[config.mk]
export PLATFORM = sky130hd
export DESIGN_NAME = fsq_sequencer
export DESIGN_NICKNAME = d
export VERILOG_FILES = /design/src/fsq_pkg.sv /design/src/fsq_tmr_if.sv /design/src/fsq_tick_div.sv /design/src/fsq_ms_timer.sv /design/src/fsq_sequencer.sv
export SDC_FILE = /design/constraint.sdc
export NUM_CORES = 1
export LEC_CHECK = 0
export BUFFER_PORTS_ARGS = -buffer_cell sky130_fd_sc_hd__buf_2
export CAP_MARGIN = 20
export CORE_ASPECT_RATIO = 0.5
export CORE_MARGIN = 8
export CORE_UTILIZATION = 40
export CTS_CLUSTER_DIAMETER = 150
export DETAILED_ROUTE_END_ITERATION = 7
export HOLD_SLACK_MARGIN = 0.1
export PLACE_DENSITY = 0.56
export SLEW_MARGIN = 40
export SYNTH_ARGS = -nofsm -noshare
export SYNTH_HDL_FRONTEND = slang
export SYNTH_HIERARCHICAL = 1
export SYNTH_SLANG_ARGS = --single-unit
[constraint.sdc]
create_clock -name core_clk -period 6.9 [get_ports core_clk]
set_input_delay 0.69 -clock core_clk [delete_from_list [all_inputs] [get_ports core_clk]]
set_output_delay 0.69 -clock core_clk [all_outputs]
set_load 0.01 [all_outputs]
[src/fsq_pkg.sv]
// shared constants and types of the fault restart and wake sequencer
package fsq_pkg;
  localparam int CLK_HZ = 10_000_000;
  localparam int TICK_US = 500;
  localparam int TICK_CYC = CLK_HZ / 1_000_000 * TICK_US;
  localparam int FAULT_WAIT_MS = 100;
  localparam int WAKE_PULSE_MS = 25;
  localparam int RECOVER_MS = 32;
  localparam logic [8:0] FAULT_WAIT_TICKS = 9'(FAULT_WAIT_MS * 1000 / TICK_US);
  localparam logic [8:0] WAKE_PULSE_TICKS = 9'(WAKE_PULSE_MS * 1000 / TICK_US);
  localparam logic [8:0] RECOVER_TICKS = 9'(RECOVER_MS * 1000 / TICK_US);
  // 1 ms in ticks, shifted by the reset delay select
  localparam logic [8:0] RST_DLY_BASE_TICKS = 9'(1000 / TICK_US);
  localparam int ST_ACTIVE = 0;
  localparam int ST_LOW_POWER = 1;
  localparam int ST_HIBERNATE = 2;
  localparam logic [1:0] STEP_FIRST = 2'h1;
  localparam logic [1:0] STEP_LAST = 2'h3;
  localparam logic [5:0] VCODE_MAX = 6'h32;
  localparam logic [2:0] RST_DLY_SEL_RESET = 3'h4;
  localparam logic [2:0] STEP_DLY_SEL_RESET = 3'h1;
  localparam logic [1:0] SSR_SEL_RESET = 2'h0;

  typedef enum logic [2:0] {
    FSQ_OFF = 3'b000,
    FSQ_STEP_DLY = 3'b001,
    FSQ_RAMP = 3'b010,
    FSQ_RST_DLY = 3'b011,
    FSQ_ACTIVE = 3'b100,
    FSQ_LOW_POWER = 3'b101,
    FSQ_HIBERNATE = 3'b110,
    FSQ_FAULT_WAIT = 3'b111
  } fsq_state_t;

  typedef struct packed {
    logic [2:0][2:0] en_by_state;
    logic [2:0][2:0] pfm_by_state;
    logic [2:0][1:0] ssr_sel;
    logic [2:0][1:0] step_assign;
    logic [2:0][2:0] dly_sel;
    logic [2:0][5:0] vcode;
    logic [2:0] short_retry;
    logic [2:0] discharge;
    logic [2:0] phase180;
    logic hyst1;
    logic [2:0] rst_dly_sel;
    logic awk_dis;
  } fsq_cfg_t;
endpackage

[src/fsq_tmr_if.sv]
// tick and millisecond timer signals shared by the sequencer's modules
`timescale 1ns/1ps
interface fsq_tmr_if;
  logic tick;
  logic start;
  logic [8:0] load;
  logic [8:0] elapsed;
  logic expired;
  modport div (output tick, input start);
  modport tmr (input tick, input start, input load, output elapsed, output expired);
  modport ctl (output start, output load, input elapsed, input expired);
endinterface

[src/fsq_tick_div.sv]
// divider that makes the half-millisecond tick enable
`timescale 1ns/1ps
module fsq_tick_div
  import fsq_pkg::*;
#(
  parameter logic [15:0] TICK_CYCLES = 16'(TICK_CYC)
) (
  input wire logic core_clk,
  input wire logic resetn,
  fsq_tmr_if.div t
);
  typedef struct packed {
    logic [15:0] cnt;
    logic tick;
  } fsq_div_t;
  fsq_div_t q;
  fsq_div_t d;

  always_comb begin
    d = q;
    d.tick = 1'b0;
    // restarting with the timer keeps the first tick a full period away
    if (t.start || q.cnt == TICK_CYCLES - 16'h0001) begin
      d.cnt = 16'h0000;
    end else begin
      d.cnt = q.cnt + 16'h0001;
    end
    d.tick = !t.start && q.cnt == TICK_CYCLES - 16'h0001;
  end

  always_ff @(posedge core_clk or negedge resetn) begin
    if (!resetn) begin
      q <= '0;
    end else begin
      q <= d;
    end
  end

  assign t.tick = q.tick;
endmodule

[src/fsq_ms_timer.sv]
// restartable tick counter for every sequence delay
`timescale 1ns/1ps
module fsq_ms_timer
  import fsq_pkg::*;
(
  input wire logic core_clk,
  input wire logic resetn,
  fsq_tmr_if.tmr t
);
  typedef struct packed {
    logic [8:0] cnt;
    logic [8:0] load;
  } fsq_tmr_t;
  fsq_tmr_t q;
  fsq_tmr_t d;

  always_comb begin
    d = q;
    if (t.start) begin
      d.cnt = 9'h000;
      d.load = t.load;
    end else if (t.tick && q.cnt != 9'h1ff) begin
      d.cnt = q.cnt + 9'h001;
    end
  end

  always_ff @(posedge core_clk or negedge resetn) begin
    if (!resetn) begin
      q <= '0;
    end else begin
      q <= d;
    end
  end

  assign t.elapsed = q.cnt;
  assign t.expired = q.cnt >= q.load;
endmodule

[src/fsq_sequencer.sv]
// power sequencer: start-up steps, power states, fault restart and wake pulse
`timescale 1ns/1ps
module fsq_sequencer
  import fsq_pkg::*;
#(
  parameter logic [15:0] TICK_CYCLES = 16'(TICK_CYC)
) (
  input wire logic core_clk,
  input wire logic resetn,
  input wire logic start_request_in_n,
  input wire logic power_hold_in,
  input wire logic low_power_request_in,
  input wire logic fault_in,
  input wire logic [2:0] rail_power_good,
  input wire logic [2:0] rail_short,
  input wire logic [2:0][2:0] otp_enable_by_state,
  input wire logic [2:0][2:0] otp_pfm_by_state,
  input wire logic [2:0][1:0] soft_start_rate_sel,
  input wire logic [2:0][1:0] sequence_step_assign,
  input wire logic [2:0][2:0] turn_on_delay_sel,
  input wire logic [2:0][5:0] rail_voltage_code,
  input wire logic [2:0] short_retry_protect_enable,
  input wire logic [2:0] output_discharge_enable,
  input wire logic [2:0] phase_shift_enable,
  input wire logic rail1_hysteretic_enable,
  input wire logic [2:0] reset_release_delay_sel,
  input wire logic auto_wake_pulse_disable,
  output logic start_echo_out_n,
  output logic system_reset_out_n,
  output logic auto_wake_pulse,
  output logic [2:0] rail_enable,
  output logic [2:0] rail_pfm,
  output logic [2:0] rail_discharge,
  output logic [2:0] rail_phase180,
  output logic [2:0][1:0] rail_ssr_sel,
  output logic [2:0][5:0] rail_vcode,
  output logic rail1_hysteretic,
  output logic [2:0] seq_state
);
  typedef struct packed {
    fsq_state_t st;
    logic [1:0] step;
    logic [2:0] on;
    logic hib_fault;
    logic restarting;
    logic hold_prev;
    logic cfg_ok;
    fsq_cfg_t cfg;
    logic rst_n;
    logic echo_n;
    logic awk;
    logic [2:0] pulse_frequency_mode;
    logic [2:0] dis;
    logic hyst;
  } fsq_seq_t;

  fsq_seq_t q;
  fsq_seq_t d;
  fsq_tmr_if tif();
  logic go;
  logic [8:0] ld;
  logic valid;
  logic trip;
  logic [2:0] mask;

  fsq_tick_div #(.TICK_CYCLES(TICK_CYCLES)) u_div (
    .core_clk(core_clk),
    .resetn(resetn),
    .t(tif.div)
  );

  fsq_ms_timer u_tmr (
    .core_clk(core_clk),
    .resetn(resetn),
    .t(tif.tmr)
  );

  assign tif.start = go;
  assign tif.load = ld;

  // turn-on delay select to ticks: 0, 0.5, 1, 2, 4, 8, 12, 16 ms
  function automatic logic [8:0] dly_ticks(input logic [2:0] sel);
    case (sel)
      3'h0: dly_ticks = 9'h000;
      3'h6: dly_ticks = 9'h018;
      3'h7: dly_ticks = 9'h020;
      default: dly_ticks = 9'h001 << (sel - 3'h1);
    endcase
  endfunction

  function automatic logic [2:0] step_mask(input fsq_cfg_t c, input logic [1:0] s);
    for (int i = 0; i < 3; i++) begin
      step_mask[i] = c.step_assign[i] == s;
    end
  endfunction

  // several rails on one step wait for the longest of their delays
  function automatic logic [8:0] step_delay(input fsq_cfg_t c, input logic [1:0] s);
    step_delay = 9'h000;
    for (int i = 0; i < 3; i++) begin
      if (c.step_assign[i] == s && dly_ticks(c.dly_sel[i]) > step_delay) begin
        step_delay = dly_ticks(c.dly_sel[i]);
      end
    end
  endfunction

  always_comb begin
    d = q;
    go = 1'b0;
    ld = 9'h000;
    valid = !start_request_in_n || power_hold_in || q.restarting;
    mask = step_mask(q.cfg, q.step);
    trip = |(rail_short & ~q.cfg.short_retry & q.on) || fault_in;
    d.hold_prev = power_hold_in;
    if (!q.cfg_ok) begin
      d.cfg_ok = 1'b1;
      d.cfg.en_by_state = otp_enable_by_state;
      d.cfg.pfm_by_state = otp_pfm_by_state;
      d.cfg.ssr_sel = soft_start_rate_sel;
      d.cfg.step_assign = sequence_step_assign;
      d.cfg.dly_sel = turn_on_delay_sel;
      d.cfg.short_retry = short_retry_protect_enable;
      d.cfg.discharge = output_discharge_enable;
      d.cfg.phase180 = phase_shift_enable;
      d.cfg.hyst1 = rail1_hysteretic_enable;
      d.cfg.rst_dly_sel = reset_release_delay_sel;
      d.cfg.awk_dis = auto_wake_pulse_disable;
      for (int i = 0; i < 3; i++) begin
        d.cfg.vcode[i] = rail_voltage_code[i] > VCODE_MAX ? VCODE_MAX : rail_voltage_code[i];
      end
    end
    case (q.st)
      FSQ_OFF: begin
        d.rst_n = 1'b0;
        d.on = 3'h0;
        if (q.cfg_ok && valid) begin
          d.step = STEP_FIRST;
          go = 1'b1;
          ld = step_delay(q.cfg, STEP_FIRST);
          d.st = FSQ_STEP_DLY;
        end
      end
      FSQ_STEP_DLY: begin
        if (tif.expired) begin
          if (q.step == STEP_FIRST && !valid) begin
            d.st = FSQ_OFF;
          end else if ((mask & ~q.on) != 3'h0) begin
            d.on = q.on | mask;
            go = 1'b1;
            ld = RECOVER_TICKS;
            d.st = FSQ_RAMP;
          end else if (q.step == STEP_LAST) begin
            go = 1'b1;
            ld = RST_DLY_BASE_TICKS << q.cfg.rst_dly_sel;
            d.st = FSQ_RST_DLY;
          end else begin
            d.step = q.step + 2'h1;
            go = 1'b1;
            ld = step_delay(q.cfg, q.step + 2'h1);
          end
        end
      end
      FSQ_RAMP: begin
        if ((rail_power_good & q.on) == q.on) begin
          go = 1'b1;
          if (q.step == STEP_LAST) begin
            ld = RST_DLY_BASE_TICKS << q.cfg.rst_dly_sel;
            d.st = FSQ_RST_DLY;
          end else begin
            d.step = q.step + 2'h1;
            ld = step_delay(q.cfg, q.step + 2'h1);
            d.st = FSQ_STEP_DLY;
          end
        end else if (tif.expired) begin
          d.st = FSQ_OFF;
          d.on = 3'h0;
          d.restarting = 1'b0;
        end
      end
      FSQ_RST_DLY: begin
        if (tif.expired) begin
          if ((rail_power_good & q.on) != q.on) begin
            d.st = FSQ_OFF;
            d.on = 3'h0;
            d.restarting = 1'b0;
          end else if (power_hold_in) begin
            d.rst_n = 1'b1;
            d.restarting = 1'b0;
            d.st = low_power_request_in ? FSQ_LOW_POWER : FSQ_ACTIVE;
          end
        end
      end
      FSQ_ACTIVE, FSQ_LOW_POWER: begin
        if (!power_hold_in) begin
          d.rst_n = 1'b0;
          d.st = low_power_request_in ? FSQ_HIBERNATE : FSQ_OFF;
        end else begin
          d.st = low_power_request_in ? FSQ_LOW_POWER : FSQ_ACTIVE;
        end
      end
      FSQ_HIBERNATE: begin
        if (!low_power_request_in) begin
          d.st = FSQ_OFF;
        end else if (power_hold_in && !q.hold_prev) begin
          // rails kept on through hibernate are skipped by the steps
          d.step = STEP_FIRST;
          go = 1'b1;
          ld = step_delay(q.cfg, STEP_FIRST);
          d.st = FSQ_STEP_DLY;
        end
      end
      FSQ_FAULT_WAIT: begin
        d.on = 3'h0;
        if (tif.expired) begin
          d.restarting = 1'b1;
          d.hib_fault = 1'b0;
          d.step = STEP_FIRST;
          go = 1'b1;
          ld = step_delay(q.cfg, STEP_FIRST);
          d.st = FSQ_STEP_DLY;
        end
      end
      default: begin
        d.st = FSQ_OFF;
      end
    endcase
    case (d.st)
      FSQ_ACTIVE: d.on = q.cfg.en_by_state[ST_ACTIVE];
      FSQ_LOW_POWER: d.on = q.cfg.en_by_state[ST_LOW_POWER];
      FSQ_HIBERNATE: d.on = q.cfg.en_by_state[ST_HIBERNATE];
      FSQ_OFF: d.on = 3'h0;
      default: d.on = d.on;
    endcase
    // fault shuts all rails and waits
    if (trip && q.st != FSQ_OFF && q.st != FSQ_FAULT_WAIT) begin
      d.st = FSQ_FAULT_WAIT;
      d.on = 3'h0;
      d.rst_n = 1'b0;
      d.hib_fault = q.st == FSQ_HIBERNATE;
      go = 1'b1;
      ld = FAULT_WAIT_TICKS;
    end
    case (d.st)
      FSQ_LOW_POWER: d.pulse_frequency_mode = q.cfg.pfm_by_state[ST_LOW_POWER];
      FSQ_HIBERNATE: d.pulse_frequency_mode = q.cfg.pfm_by_state[ST_HIBERNATE];
      default: d.pulse_frequency_mode = q.cfg.pfm_by_state[ST_ACTIVE];
    endcase
    d.dis = ~d.on & q.cfg.discharge;
    d.hyst = q.cfg.hyst1 & d.pulse_frequency_mode[0];
    d.awk = q.st == FSQ_FAULT_WAIT && !go && q.hib_fault && !q.cfg.awk_dis
      && tif.elapsed < WAKE_PULSE_TICKS;
    d.echo_n = d.awk ? 1'b0 : start_request_in_n;
  end

  // all sequencer state in one register; the tick divider and timer keep their own
  always_ff @(posedge core_clk or negedge resetn) begin
    if (!resetn) begin
      q <= '0;
      q.st <= FSQ_OFF;
      q.echo_n <= 1'b1;
      q.cfg.rst_dly_sel <= RST_DLY_SEL_RESET;
      q.cfg.dly_sel <= {3{STEP_DLY_SEL_RESET}};
      q.cfg.ssr_sel <= {3{SSR_SEL_RESET}};
      q.cfg.discharge <= 3'h7;
    end else begin
      q <= d;
    end
  end

  assign start_echo_out_n = q.echo_n;
  assign system_reset_out_n = q.rst_n;
  assign auto_wake_pulse = q.awk;
  assign rail_enable = q.on;
  assign rail_pfm = q.pulse_frequency_mode;
  assign rail_discharge = q.dis;
  assign rail_phase180 = q.cfg.phase180;
  assign rail_ssr_sel = q.cfg.ssr_sel;
  assign rail_vcode = q.cfg.vcode;
  assign rail1_hysteretic = q.hyst;
  assign seq_state = q.st;
endmodule

# Yosys cells after proc, flatten, opt, wreduce, memory -nomap -nowiden
# Index checks and enable logic that the tools add are counted.
# word_totals
regBits	128
word_cells	352
# classes
n_addsub	6
order_cmp	20
n_eq_ne	50
shifts	4
n_mux	166
bitwise_logic	10
reduce_logical	55
# ops
op	n
9-bit two-way mux	100
9-bit > comparator	10
9-bit case mux with 3 select lines	3
3-bit two-way mux	17
3-bit == test, second input constant	15
9-bit by 1-bit > comparator with 1-bit output, second input constant	5
9-bit case mux with 5 select lines	1
1-bit by 3-bit left shift with 9-bit output, first input constant	3
1-bit logical AND	26
3-bit case mux with 4 select lines	2
2-bit inequality test, second input constant	11
1-bit two-way mux	21
3-bit case mux with 7 select lines	1
5-bit two-way mux	4
6-bit > comparator, second input constant	3
6-bit two-way mux	3
3-bit inequality test, second input constant	6
16-bit by 1-bit adder with 16-bit output, second input constant	1
16-bit by 13-bit == test with 1-bit output, second input constant	1
16-bit two-way mux	1
3-bit AND	5
3-bit logical NOT	5
2-bit == test	6
2-bit two-way mux	6
34 further kinds	55

# Depth between registers and ports, before layout
# Gate-level depths: netlist of the first run.
# logic_depth
ltp_word	33
mapped_depth	27

# By module
# Netlist of the first run, hierarchy kept.
# by_module_without_submodules
mod	n_inst	cells_per_inst	area_per_inst_um2
fsq_sequencer	1	684	6648.9
fsq_ms_timer	1	114	1066.0
fsq_tick_div	1	83	848.3

# Worst setup path after synthesis of the first run
# No wires, ideal clock.
# synth_timing
path_kind	register -> register
startpoint	register q[42] in the netlist's numbering
endpoint	register u_tmr/q[1] in the netlist's numbering
arrival_time_ns	5.150
setup_slack_ns	1.616
stages_incl_launch_ff	24
n_path_buf	3
path_cell_list	dfstp_2 > clkbuf_1 > nor2_1 > ha_1 > clkbuf_1 > o22ai_1 > a21oi_2 > and2_1 > inv_1 > ha_1 > and3_1 > a221o_1 > o2111ai_4 > mux2_2 > ha_1 > a2111oi_0 > a21oi_1 > o21ai_1 > clkbuf_1 > o21ai_0 > o22ai_1 > o221ai_1 > nand2_1 > o21ai_0
# synth_via
elab_chain_len	33
elab_cells_between_ends	107
classes_between	add/sub: 1; order compare: 15; eq/ne: 2; shift: 1; mux: 72; reduce/logical: 16
# synth_rtl
element	line	source
start, declared	fsq_sequencer.sv:57	fsq_seq_t q;
3-bit by 1-bit subtractor with 3-bit output	fsq_sequencer.sv:87	default: dly_ticks = 9'h001 << (sel - 3'h1);
1-bit by 3-bit left shift with 9-bit output	fsq_sequencer.sv:87	
9-bit case mux with 3 select lines (*)	fsq_sequencer.sv:83	case (sel)
9-bit two-way mux	fsq_sequencer.sv:152, fsq_sequencer.sv:166	
9-bit two-way mux	fsq_sequencer.sv:147	end else if ((mask & ~q.on) != 3'h0) begin
9-bit two-way mux	fsq_sequencer.sv:145	if (q.step == STEP_FIRST && !valid) begin
9-bit two-way mux	fsq_sequencer.sv:144	if (tif.expired) begin
9-bit two-way mux	fsq_sequencer.sv:132	case (q.st)
[18 not listed]	-	
9-bit two-way mux	fsq_sequencer.sv:101	if (c.step_assign[i] == s && dly_ticks(c.dly_sel[i]) > step_delay) begin
9-bit two-way mux	fsq_sequencer.sv:152	end else if (q.step == STEP_LAST) begin
9-bit two-way mux	fsq_sequencer.sv:147	
9-bit two-way mux	fsq_sequencer.sv:145	
9-bit two-way mux	fsq_sequencer.sv:144	
9-bit case mux with 5 select lines (*)	fsq_sequencer.sv:132	
9-bit two-way mux (*)	fsq_sequencer.sv:235	if (trip && q.st != FSQ_OFF && q.st != FSQ_FAULT_WAIT) begin
via ld[1]	fsq_sequencer.sv:61	logic [8:0] ld;
end signal, assigned	fsq_ms_timer.sv:29	q <= '0;
end signal, assigned	fsq_ms_timer.sv:31	q <= d;
end, declared	fsq_ms_timer.sv:14	fsq_tmr_t q;
# The timed path passes the listed nets; every way through them passes the cells marked *. The select of a mux whose other input is x is not followed.
# A chain may end at the register's enable or synchronous reset.

# Final worst setup path of the first run
# layout_timing
startpoint	register q[42] in the netlist's numbering
endpoint	register u_tmr/q[3] in the netlist's numbering
# Same word-level chain as after synthesis.

==> results of run 1 <==
where the power goes:
group | leakage, nW | switching, mW | internal [mW] | total (mW)
Combinational | 2.48 | 0.718 | 0.493 | 1.21
Clock | 0.274 | 0.344 | 0.532 | 0.876
Sequential | 1.57 | 0.132 | 0.857 | 0.989
Total | 4.32 | 1.19 | 1.88 | 3.08
cell type report:
| class | instances | area [um^2] |
|---|---|---|
| Clock inverter | 13 | 138 |
| Clock buffer | 19 | 433 |
| Tap cell | 273 | 342 |
| Timing Repair Buffer | 130 | 698 |
| Sequential cell | 128 | 3220 |
| Multi-Input combinational cell | 625 | 4690 |
| Inverter | 44 | 165 |
| Fill cell | 1980 | 11100 |
sequential cells by signal (all words and copies together), names as in the netlist, 3 cells and up:
name	flops
q	50
rail_discharge	3
rail_enable	3
rail_pfm	3
rail_phase180	3
rail_ssr_sel	6
rail_vcode	18
seq_state	3
u_div/q	16
u_tmr/q	9
u_tmr/t.elapsed	9
worst register-to-register path: stages, from the launching register on:
cell	delay [ns]
sky130_fd_sc_hd__dfstp_2	0.63
sky130_fd_sc_hd__nor2_1	0.10
sky130_fd_sc_hd__ha_1	0.44
sky130_fd_sc_hd__o22ai_1	0.13
sky130_fd_sc_hd__a21oi_2	0.28
sky130_fd_sc_hd__and2_1	0.20
sky130_fd_sc_hd__inv_1	0.05
sky130_fd_sc_hd__ha_1	0.28
sky130_fd_sc_hd__and3_1	0.16
sky130_fd_sc_hd__a221o_1	0.35
sky130_fd_sc_hd__o2111ai_4	0.39
sky130_fd_sc_hd__mux2_2	0.41
sky130_fd_sc_hd__ha_1	0.30
sky130_fd_sc_hd__o21a_1	0.18
sky130_fd_sc_hd__o211ai_1	0.15
sky130_fd_sc_hd__a21oi_1	0.08
sky130_fd_sc_hd__o21ai_2	0.51
sky130_fd_sc_hd__nor2_1	0.08
sky130_fd_sc_hd__a2111oi_0	0.39
sky130_fd_sc_hd__a211o_1	0.16
sky130_fd_sc_hd__nand2_1	0.05
sky130_fd_sc_hd__o21ai_0	0.09
how the worst min path moves through the flow:
stage                                  to  slack (ns)        from
after CTS                 rail_ssr_sel[2]        0.29      resetn
after floorplan           auto_wake_pulse        0.39      resetn
after global routing          rail_pfm[2]        0.32      resetn
final                     rail_ssr_sel[2]        0.27      resetn
after detailed placement       u_div/q[1]        0.45  u_div/q[1]
after global placement         u_div/q[1]        0.45  u_div/q[1]
metal layers:
| metal | wire, um | GRT usage [%] | up-vias |
|---|---|---|---|
| met4 | 227 | 4.05 | 2 |
| met2 | 9800 | 25.2 | 118 |
| met1 | 10100 | 21.2 | 3225 |
| met3 | 660 | 3.50 | 24 |
| met5 | 13 | 0 | - |
| li1 | - | - | 3269 |
stage by stage:
| step | area, um^2 | hold WS [ns] |
|---|---|---|
| after floorplan | 8560 | 0.394 |
| after global placement | 9040 | 0.448 |
| after detailed placement | 9080 | 0.454 |
| after CTS | 9650 | 0.285 |
| after global routing | 9680 | 0.317 |
| final | 9680 | 0.271 |
==> flow_metrics.tcl, run 1 <==
set metrics [dict create \
    critical_path.startpoint "q[42]" \
    final_cell_mix "sky130_fd_sc_hd__buf_2, sky130_fd_sc_hd__dfrtp_1, sky130_fd_sc_hd__nand2_1" \
    min_path_type "input port to async pin" \
    placement_rows 37 \
    share_of_post_route_cells_with_drive_strength_above_1_pct 28.5 \
    io_pins 126 \
    timing.max_slew.rel_slack_pct 45.5 \
    final_min_period_over_clock_period_pct 79.6 \
    route.detailed.drc 0 \
    cp-start-kind "register" \
    clock_tree.htree_level_count 4 \
    postCtsResizedCells 0 \
    clock-sinks 128 \
    irDropWorstVdd_mv 0.236 \
    report.final.slew_viol_count 0 \
    layoutNonFillerInstCount 1232 \
    p_leak_nw 4.32 \
    fin_total_pwr_mw 3.08 \
    worst_r2r_endpoint "u_tmr/q[3]" \
    crit_path_end "u_tmr/q[3]" \
    finish.utilization_pct 46.6 \
    first_global_vias 6593 \
    cts-buffers-inserted 17 \
    chip_width_um 223 \
    port_buffers 125 \
    worst-r2r-cell-count 21 \
    p_per_area_nw_per_um2 318 \
    ant_nets 0 \
    final_period_minus_worst_setup_slack_ns 5.49 \
    cp_max_fo 16 \
    worst_setup_hold_path_clk_slew_ns 0.06 \
    mapped_nets 1017 \
    final_hold_viol_count 0 \
    grt_max_degree 67 \
    cts_post_setup_buffers_inserted 0 \
    die-height_um 119 \
    fp.coreArea_um2 20800 \
    critical_path_start_end_classification "register to register" \
    antenna_violations_before_repair 1 \
    hpwl_um 16000 \
    tritoncts_clock_tree "yes" \
    reg2reg_setup_slack_ns 1.41 \
    post_synth_inst_count 880 \
    crit-reg2reg-launch "q[42]" \
    postRouteWirelength_um 20800 \
    finalWorstSetupSlack_ns 1.41 \
    cp.buffers_inverters 1 \
    groute.usage.overall_pct 15.7 \
    path_cells "nor2_1 > ha_1 > o22ai_1 > a21oi_2 > and2_1 > inv_1 > ha_1 > and3_1 > a221o_1 > o2111ai_4 > mux2_2 > ha_1 > o21a_1 > o211ai_1 > a21oi_1 > o21ai_2 > nor2_1 > a2111oi_0 > a211o_1 > nand2_1 > o21ai_0" \
    syn_to_layout_area_delta_pct 13.1 \
    timing.critical_path.slowest_stage_cell "sky130_fd_sc_hd__dfstp_2" \
    route.detailed.vias_per_inst 5.39 \
    n_antenna_cell 0 \
    worst-endpoint-required_ns 7.23 \
    clock-skew-final_ns 0.00876 \
    drt-pass1-iter-count 5 \
    initial_core_util_pct 41.2 \
    via_count 6638 \
    design.die.area_um2 26600 \
    detailedRoute.firstIterationViolations 435 \
    cp.depth 21 \
    setup-tns-final_ns 0 \
    run_status "finished clean" \
    worstMarginPinSlew_ns 0.817 \
    placedCellCount 1200 \
    setup_viol_count_final 0 \
    final_common_cell "sky130_fd_sc_hd__buf_2" \
    syn_area_um2 8560 \
    clk_path_buf_depth 2 \
    grt-ovfl-total 0 \
    critPathMaxStageDelay_ns 0.63 \
    max_freq_mhz 182 \
    gpl.final_weighted_congestion 0.883 \
    clk_root_buffer_cell "sky130_fd_sc_hd__clkbuf_16" \
    grt_setup_unrepaired "false" \
    nNetsFinal 1083 \
    global_route_wire_length_before_repair_um 34300 \
    post_cts_hold_buffers 0 \
    pre_cts_slack_ns 1.25 \
    worst_skew_pair.late_latency_ns 0.42 \
    worst_setup_path_end_kind "register" \
    routedWlPerCell_um 16.9 \
    drv.max_cap_violation_count 0 \
    gate_family_responsible_for_the_most_delay_along_the_worst_path "compound AO/OA/AOI/OAI gates" \
    yosysWarningCount 6 \
    worst_path_most_repeated_cell "sky130_fd_sc_hd__ha_1" \
    critPathArrivalTime_ns 5.82 \
    avgSynthCellArea_um2 9.72 \
]
No activity file was read; power rests on OpenSTA's default activity.
==> run 2: changes to the inputs <==
==> constraint.sdc (replaced) <==
create_clock -name core_clk -period 5.7 [get_ports core_clk]
set_input_delay 0.57 -clock core_clk [delete_from_list [all_inputs] [get_ports core_clk]]
set_output_delay 0.57 -clock core_clk [all_outputs]
set_load 0.01 [all_outputs]
==> flow_metrics.tcl, run 2 (synthesized netlist as in run 1, its figures left out) <==
set metrics [dict create \
    run_status "finished clean" \
    die-height_um 119 \
    io_pins 126 \
    p_per_area_nw_per_um2 400 \
    routedWlPerCell_um 16.8 \
    route.detailed.drc 0 \
    final_min_period_over_clock_period_pct 93.6 \
    final_common_cell "sky130_fd_sc_hd__buf_2" \
    crit-reg2reg-launch "q[42]" \
    drt-pass1-iter-count 5 \
    register_area_um2 3220 \
    hpwl_um 15700 \
    detailedRoute.firstIterationViolations 416 \
    fin_total_pwr_mw 3.92 \
    multi_input_area_um2 4700 \
    worst_setup_path_end_kind "register" \
    final.fill_count 1968 \
    nNetsFinal 1089 \
    chip_width_um 223 \
    clk_root_buffer_cell "sky130_fd_sc_hd__clkbuf_16" \
    via_count 6622 \
    antenna_violations_before_repair 1 \
    gpl.final_weighted_congestion 0.900 \
    cp-start-kind "register" \
    cp_max_fo 16 \
    route.detailed.vias_per_inst 5.35 \
    postRouteWirelength_um 20800 \
    setup_viol_count_final 0 \
    global_route_wire_length_before_repair_um 34500 \
    critPathArrivalTime_ns 5.67 \
    min_path_type "input port to async pin" \
    final_period_minus_worst_setup_slack_ns 5.33 \
    p_leak_nw 4.38 \
    worst-endpoint-required_ns 6.03 \
    cts-buffers-inserted 17 \
    final_cell_mix "sky130_fd_sc_hd__buf_2, sky130_fd_sc_hd__dfrtp_1, sky130_fd_sc_hd__nand2_1" \
    max_freq_mhz 187 \
    worstMarginPinSlew_ns 0.821 \
    syn_to_layout_area_delta_pct 14.5 \
    final_hold_viol_count 0 \
    fp.coreArea_um2 20800 \
    post_cts_hold_buffers 0 \
    design.die.area_um2 26600 \
    report.final.slew_viol_count 0 \
    largest_register_by_flop_count "q" \
    drv.max_cap_violation_count 0 \
    port_buffers 125 \
    groute.usage.overall_pct 15.8 \
    clock-skew-final_ns 0.0102 \
    worst_r2r_endpoint "u_tmr/q[7]" \
    critical_path_start_end_classification "register to register" \
    grt_max_degree 84 \
    number_of_flip_flops_in_the_largest_register 50 \
    clock-sinks 128 \
    reg2reg_setup_slack_ns 0.37 \
    first_global_vias 6713 \
    timing.max_slew.rel_slack_pct 45.2 \
    worst-r2r-cell-count 21 \
    clock_tree.htree_level_count 4 \
    worst_skew_pair.late_latency_ns 0.42 \
    n_antenna_cell 0 \
    share_of_post_route_cells_with_drive_strength_above_1_pct 29.1 \
    grt_setup_unrepaired "false" \
    placement_rows 37 \
    initial_core_util_pct 41.2 \
    setup-tns-final_ns 0 \
    grt-ovfl-total 0 \
    tritoncts_clock_tree "yes" \
    irDropWorstVdd_mv 0.266 \
    clk_path_buf_depth 2 \
    worst_setup_hold_path_clk_slew_ns 0.06 \
    ant_nets 0 \
]
==> run 2: cell count changes in the layout (fill, tap and decap cells not counted), moves of 2 or more <==
cell,delta
sky130_fd_sc_hd__clkinv_2,-3
sky130_fd_sc_hd__a21oi_2,-2
sky130_fd_sc_hd__buf_12,-2
sky130_fd_sc_hd__clkinvlp_4,-2
sky130_fd_sc_hd__buf_4,+7
sky130_fd_sc_hd__bufinv_16,+3
==> run 2: how the worst max path moves through the flow <==
stage | to | from | cells after the start | slack, ns
floorplan | u_tmr/q[1] | q[42] | 23 | 0.42
global placement | u_tmr/q[3] | q[42] | 21 | 0.51
detailed placement | u_tmr/q[3] | q[88] | 22 | 0.25
CTS | u_tmr/q[3] | q[88] | 22 | 0.21
global route | u_tmr/q[3] | q[42] | 22 | 0.002
finish | u_tmr/q[7] | q[42] | 21 | 0.37
==> run 2: layout make-up <==
class                           instances  area share, %
Tap cell                              273           3.49
Inverter                               44           1.69
Multi-Input combinational cell        625           47.9
Clock buffer                           18           4.38
Timing Repair Buffer                  136           7.37
Sequential cell                       128           32.9
Clock inverter                         14           2.31
==> run 2: routing by layer <==
metal	part of all wire, %	vias up	GRT usage (%)
li1	-	3273	-
met1	48	3173	21.1
met2	47	151	25.6
met3	3.7	23	3.43
met4	1.1	2	4.42
met5	0.062	-	0
==> run 2: power by group <==
group | switching [mW] | internal [mW]
Combinational | 0.875 | 0.621
Clock | 0.441 | 0.786
Sequential | 0.158 | 1.04
==> run 2: worst max-delay path, cell delays in order, from the launching register on <==
cell and delay (ns):
sky130_fd_sc_hd__dfstp_2 0.63, sky130_fd_sc_hd__nor2_1 0.09, sky130_fd_sc_hd__ha_2 0.43, sky130_fd_sc_hd__o22ai_1 0.14, sky130_fd_sc_hd__a21oi_4 0.24, sky130_fd_sc_hd__and2_1 0.20
sky130_fd_sc_hd__inv_1 0.05, sky130_fd_sc_hd__ha_1 0.28, sky130_fd_sc_hd__and3_1 0.16, sky130_fd_sc_hd__a221o_1 0.35, sky130_fd_sc_hd__o2111ai_4 0.36, sky130_fd_sc_hd__mux2_2 0.41
sky130_fd_sc_hd__ha_1 0.20, sky130_fd_sc_hd__a2111oi_1 0.46, sky130_fd_sc_hd__a21oi_1 0.16, sky130_fd_sc_hd__o21ai_1 0.15, sky130_fd_sc_hd__buf_4 0.20, sky130_fd_sc_hd__nor2_1 0.05
sky130_fd_sc_hd__a2111oi_0 0.38, sky130_fd_sc_hd__a211o_1 0.16, sky130_fd_sc_hd__nand2_1 0.05, sky130_fd_sc_hd__o21ai_0 0.08
==> run 2: timing repair <==
action / CTS / global route
gates resized for setup: 0 / 4
endpoints found under the setup margin: 0 / 8
buffers inserted: 0 / 4
==> run 2: per-stage QoR <==
| step | setup WS [ns] | hold WS, ns | std cells | util [%] | cell area, um^2 |
|---|---|---|---|---|---|
| floorplan | 0.416 | 0.274 | 880 | - | 8560 |
| global placement | 0.510 | 0.447 | 1202 | 43.6 | 9070 |
| detailed placement | 0.254 | 0.461 | 1202 | 43.7 | 9080 |
| CTS | 0.213 | 0.141 | 1234 | 46.8 | 9730 |
| global route | 0.00197 | 0.153 | 1238 | 47.1 | 9800 |
| finish | 0.366 | 0.120 | 1238 | 47.1 | 9800 |
==> run 3: changes to the inputs <==
--- a/config.mk
+++ b/config.mk
@@ -5,15 +5,17 @@
 export SDC_FILE = /design/constraint.sdc
 export NUM_CORES = 1
 export LEC_CHECK = 0
+export ABC_AREA = 1
 export BUFFER_PORTS_ARGS = -buffer_cell sky130_fd_sc_hd__buf_2
 export CAP_MARGIN = 20
 export CORE_ASPECT_RATIO = 0.5
-export CORE_MARGIN = 8
+export CORE_MARGIN = 1
 export CORE_UTILIZATION = 40
 export CTS_CLUSTER_DIAMETER = 150
 export DETAILED_ROUTE_END_ITERATION = 7
 export HOLD_SLACK_MARGIN = 0.1
 export PLACE_DENSITY = 0.56
+export RECOVER_POWER = 50
 export SLEW_MARGIN = 40
 export SYNTH_ARGS = -nofsm -noshare
 export SYNTH_HDL_FRONTEND = slang
==> flow_metrics.tcl, run 3 <==
set metrics [dict create \
    worst-r2r-cell-count 27 \
    final_period_minus_worst_setup_slack_ns 5.00 \
    route.detailed.drc 0 \
    setup_viol_count_final 0 \
    routedWlPerCell_um 14.5 \
    design.die.area_um2 22100 \
    cp.buffers_inverters 3 \
    worst-endpoint-required_ns 5.98 \
    crit-reg2reg-launch "q[42]" \
    syn_area_um2 8600 \
    gate_family_responsible_for_the_most_delay_along_the_worst_path "simple AND/OR/NAND/NOR gates" \
    number_of_flip_flops_in_the_largest_register 50 \
    avgSynthCellArea_um2 7.08 \
    setup-tns-final_ns 0 \
    critical_path_start_end_classification "register to register" \
    finish.utilization_pct 46.8 \
    cts-buffers-inserted 17 \
    worst_path_most_repeated_cell "sky130_fd_sc_hd__nand2_1" \
    worst_r2r_endpoint "u_tmr/q[6]" \
    cts_post_setup_buffers_inserted 0 \
    grt_setup_unrepaired "false" \
    gpl.final_weighted_congestion 0.927 \
    irDropWorstVdd_mv 0.255 \
    nNetsFinal 1430 \
    violations "capacitance limit, slew limit" \
    drt-pass1-iter-count 5 \
    postRouteWirelength_um 22800 \
    syn_to_layout_area_delta_pct 13.3 \
    first_global_vias 7651 \
    route.detailed.vias_per_inst 5.02 \
    largest_register_by_flop_count "q" \
    fp.coreArea_um2 20800 \
    worst_setup_hold_path_clk_slew_ns 0.06 \
    timing.max_slew.rel_slack_pct -63.9 \
    tritoncts_clock_tree "yes" \
    design_area_um2 9750 \
    ant_nets 0 \
    placement.cell_area_um2 9160 \
    switching_power_mw 1.69 \
    p_leak_nw 5.07 \
    final_common_cell "sky130_fd_sc_hd__nand2_1" \
    hpwl_um 17600 \
    share_of_post_route_cells_with_drive_strength_above_1_pct 15.8 \
    power.sequential.fraction_pct 28.9 \
    groute.usage.overall_pct 21.9 \
    post_cts_hold_buffers 0 \
    reg2reg_setup_slack_ns 0.70 \
    mapped_nets 1352 \
    worst_setup_path_end_kind "register" \
    timing.critical_path.slowest_stage_cell "sky130_fd_sc_hd__dfstp_2" \
    netSwitchingFraction_pct 42.3 \
    combPwrFrac_pct 42.7 \
    power.internal_mw 2.30 \
    global_route_wire_length_before_repair_um 38000 \
    worst_skew_pair.late_latency_ns 0.43 \
    worstMarginPinSlew_ns 2.46 \
    final_hold_viol_count 0 \
    initial_core_util_pct 41.3 \
    drv.max_cap_violation_count 1 \
    clock-skew-final_ns 0.0136 \
    final_cell_mix "sky130_fd_sc_hd__nand2_1, sky130_fd_sc_hd__inv_1, sky130_fd_sc_hd__dfrtp_1" \
    clk_root_buffer_cell "sky130_fd_sc_hd__clkbuf_16" \
    yosysWarningCount 6 \
    cp_max_fo 16 \
    clk_path_buf_depth 2 \
    cp-start-kind "register" \
    clock-sinks 128 \
    report.final.slew_viol_count 45 \
    post_synth_inst_count 1215 \
    grt_max_degree 86 \
    critPathMaxStageDelay_ns 0.59 \
    clock_tree.htree_level_count 4 \
    run_status "complete, but fails checks" \
    detailedRoute.firstIterationViolations 484 \
    antenna_violations_before_repair 1 \
    p_per_area_nw_per_um2 409 \
    max_freq_mhz 200 \
    chip_width_um 209 \
    final_min_period_over_clock_period_pct 87.7 \
    min_path_type "input port to async pin" \
    die-height_um 106 \
    via_count 7927 \
    placement_rows 37 \
    io_pins 126 \
    grt-ovfl-total 0 \
    port_buffers 125 \
    critPathArrivalTime_ns 5.28 \
    power.clock.fraction_pct 28.4 \
]
==> run 3: worst max-delay path by stage <==
stage,cells past startpoint,startpoint,endpoint,slack [ns]
final,27,q[42],u_tmr/q[6],0.70
after global routing,28,q[42],u_tmr/q[6],0.12
after CTS,27,q[42],u_tmr/q[6],0.52
after detailed placement,27,q[42],u_tmr/q[6],0.59
after global placement,26,q[42],u_tmr/q[6],0.61
after floorplan,30,q[42],u_tmr/q[6],1.22
==> run 3: metrics by stage <==
| stage | setup WS [ns] | power [mW] | hold slack (ns) | cells |
|---|---|---|---|---|
| detailed placement | 0.589 | 2.87 | 0.460 | 1547 |
| floorplan | 1.22 | 2.47 | 0.274 | 1215 |
| global route | 0.125 | 4.31 | 0.225 | 1580 |
| CTS | 0.524 | 4.03 | 0.231 | 1579 |
| global placement | 0.614 | 2.85 | 0.457 | 1547 |
| finish | 0.701 | 3.99 | 0.189 | 1580 |
==> run 3: layout make-up <==
class	count	area (um^2)
diodes	1	2.50
clock buffers	20	457
clock inverters	12	159
fillers	2150	11100
inverters	136	510
multi-input cells	879	4420
flip-flops and latches	128	3210
well taps	273	342
repair buffers	131	649
==> run 3: power by group through the flow <==
stage / sequential, mW / clock [mW] / combinational, mW
2_1_floorplan: 1.13 / 0 / 1.34
3_3_place_gp: 1.16 / 0 / 1.69
3_5_place_dp: 1.17 / 0 / 1.70
4_1_cts: 1.15 / 1.16 / 1.71
5_1_grt: 1.17 / 1.20 / 1.94
6_report: 1.15 / 1.13 / 1.70
==> run 3: what timing repair did <==
| item | 4_1_cts | 5_1_grt |
|---|---|---|
| endpoints found under the setup margin | 0 | 3 |
| gates resized for setup | 0 | 2 |
| endpoints found under the hold margin | 0 | 0 |
==> run 3: layer usage <==
layer / global-route usage [%] / part of all wire, %
met1: 28.4 / 47
met2: 36.4 / 47
met3: 4.89 / 3.9
met4: 6.99 / 1.8
met5: 0 / 0
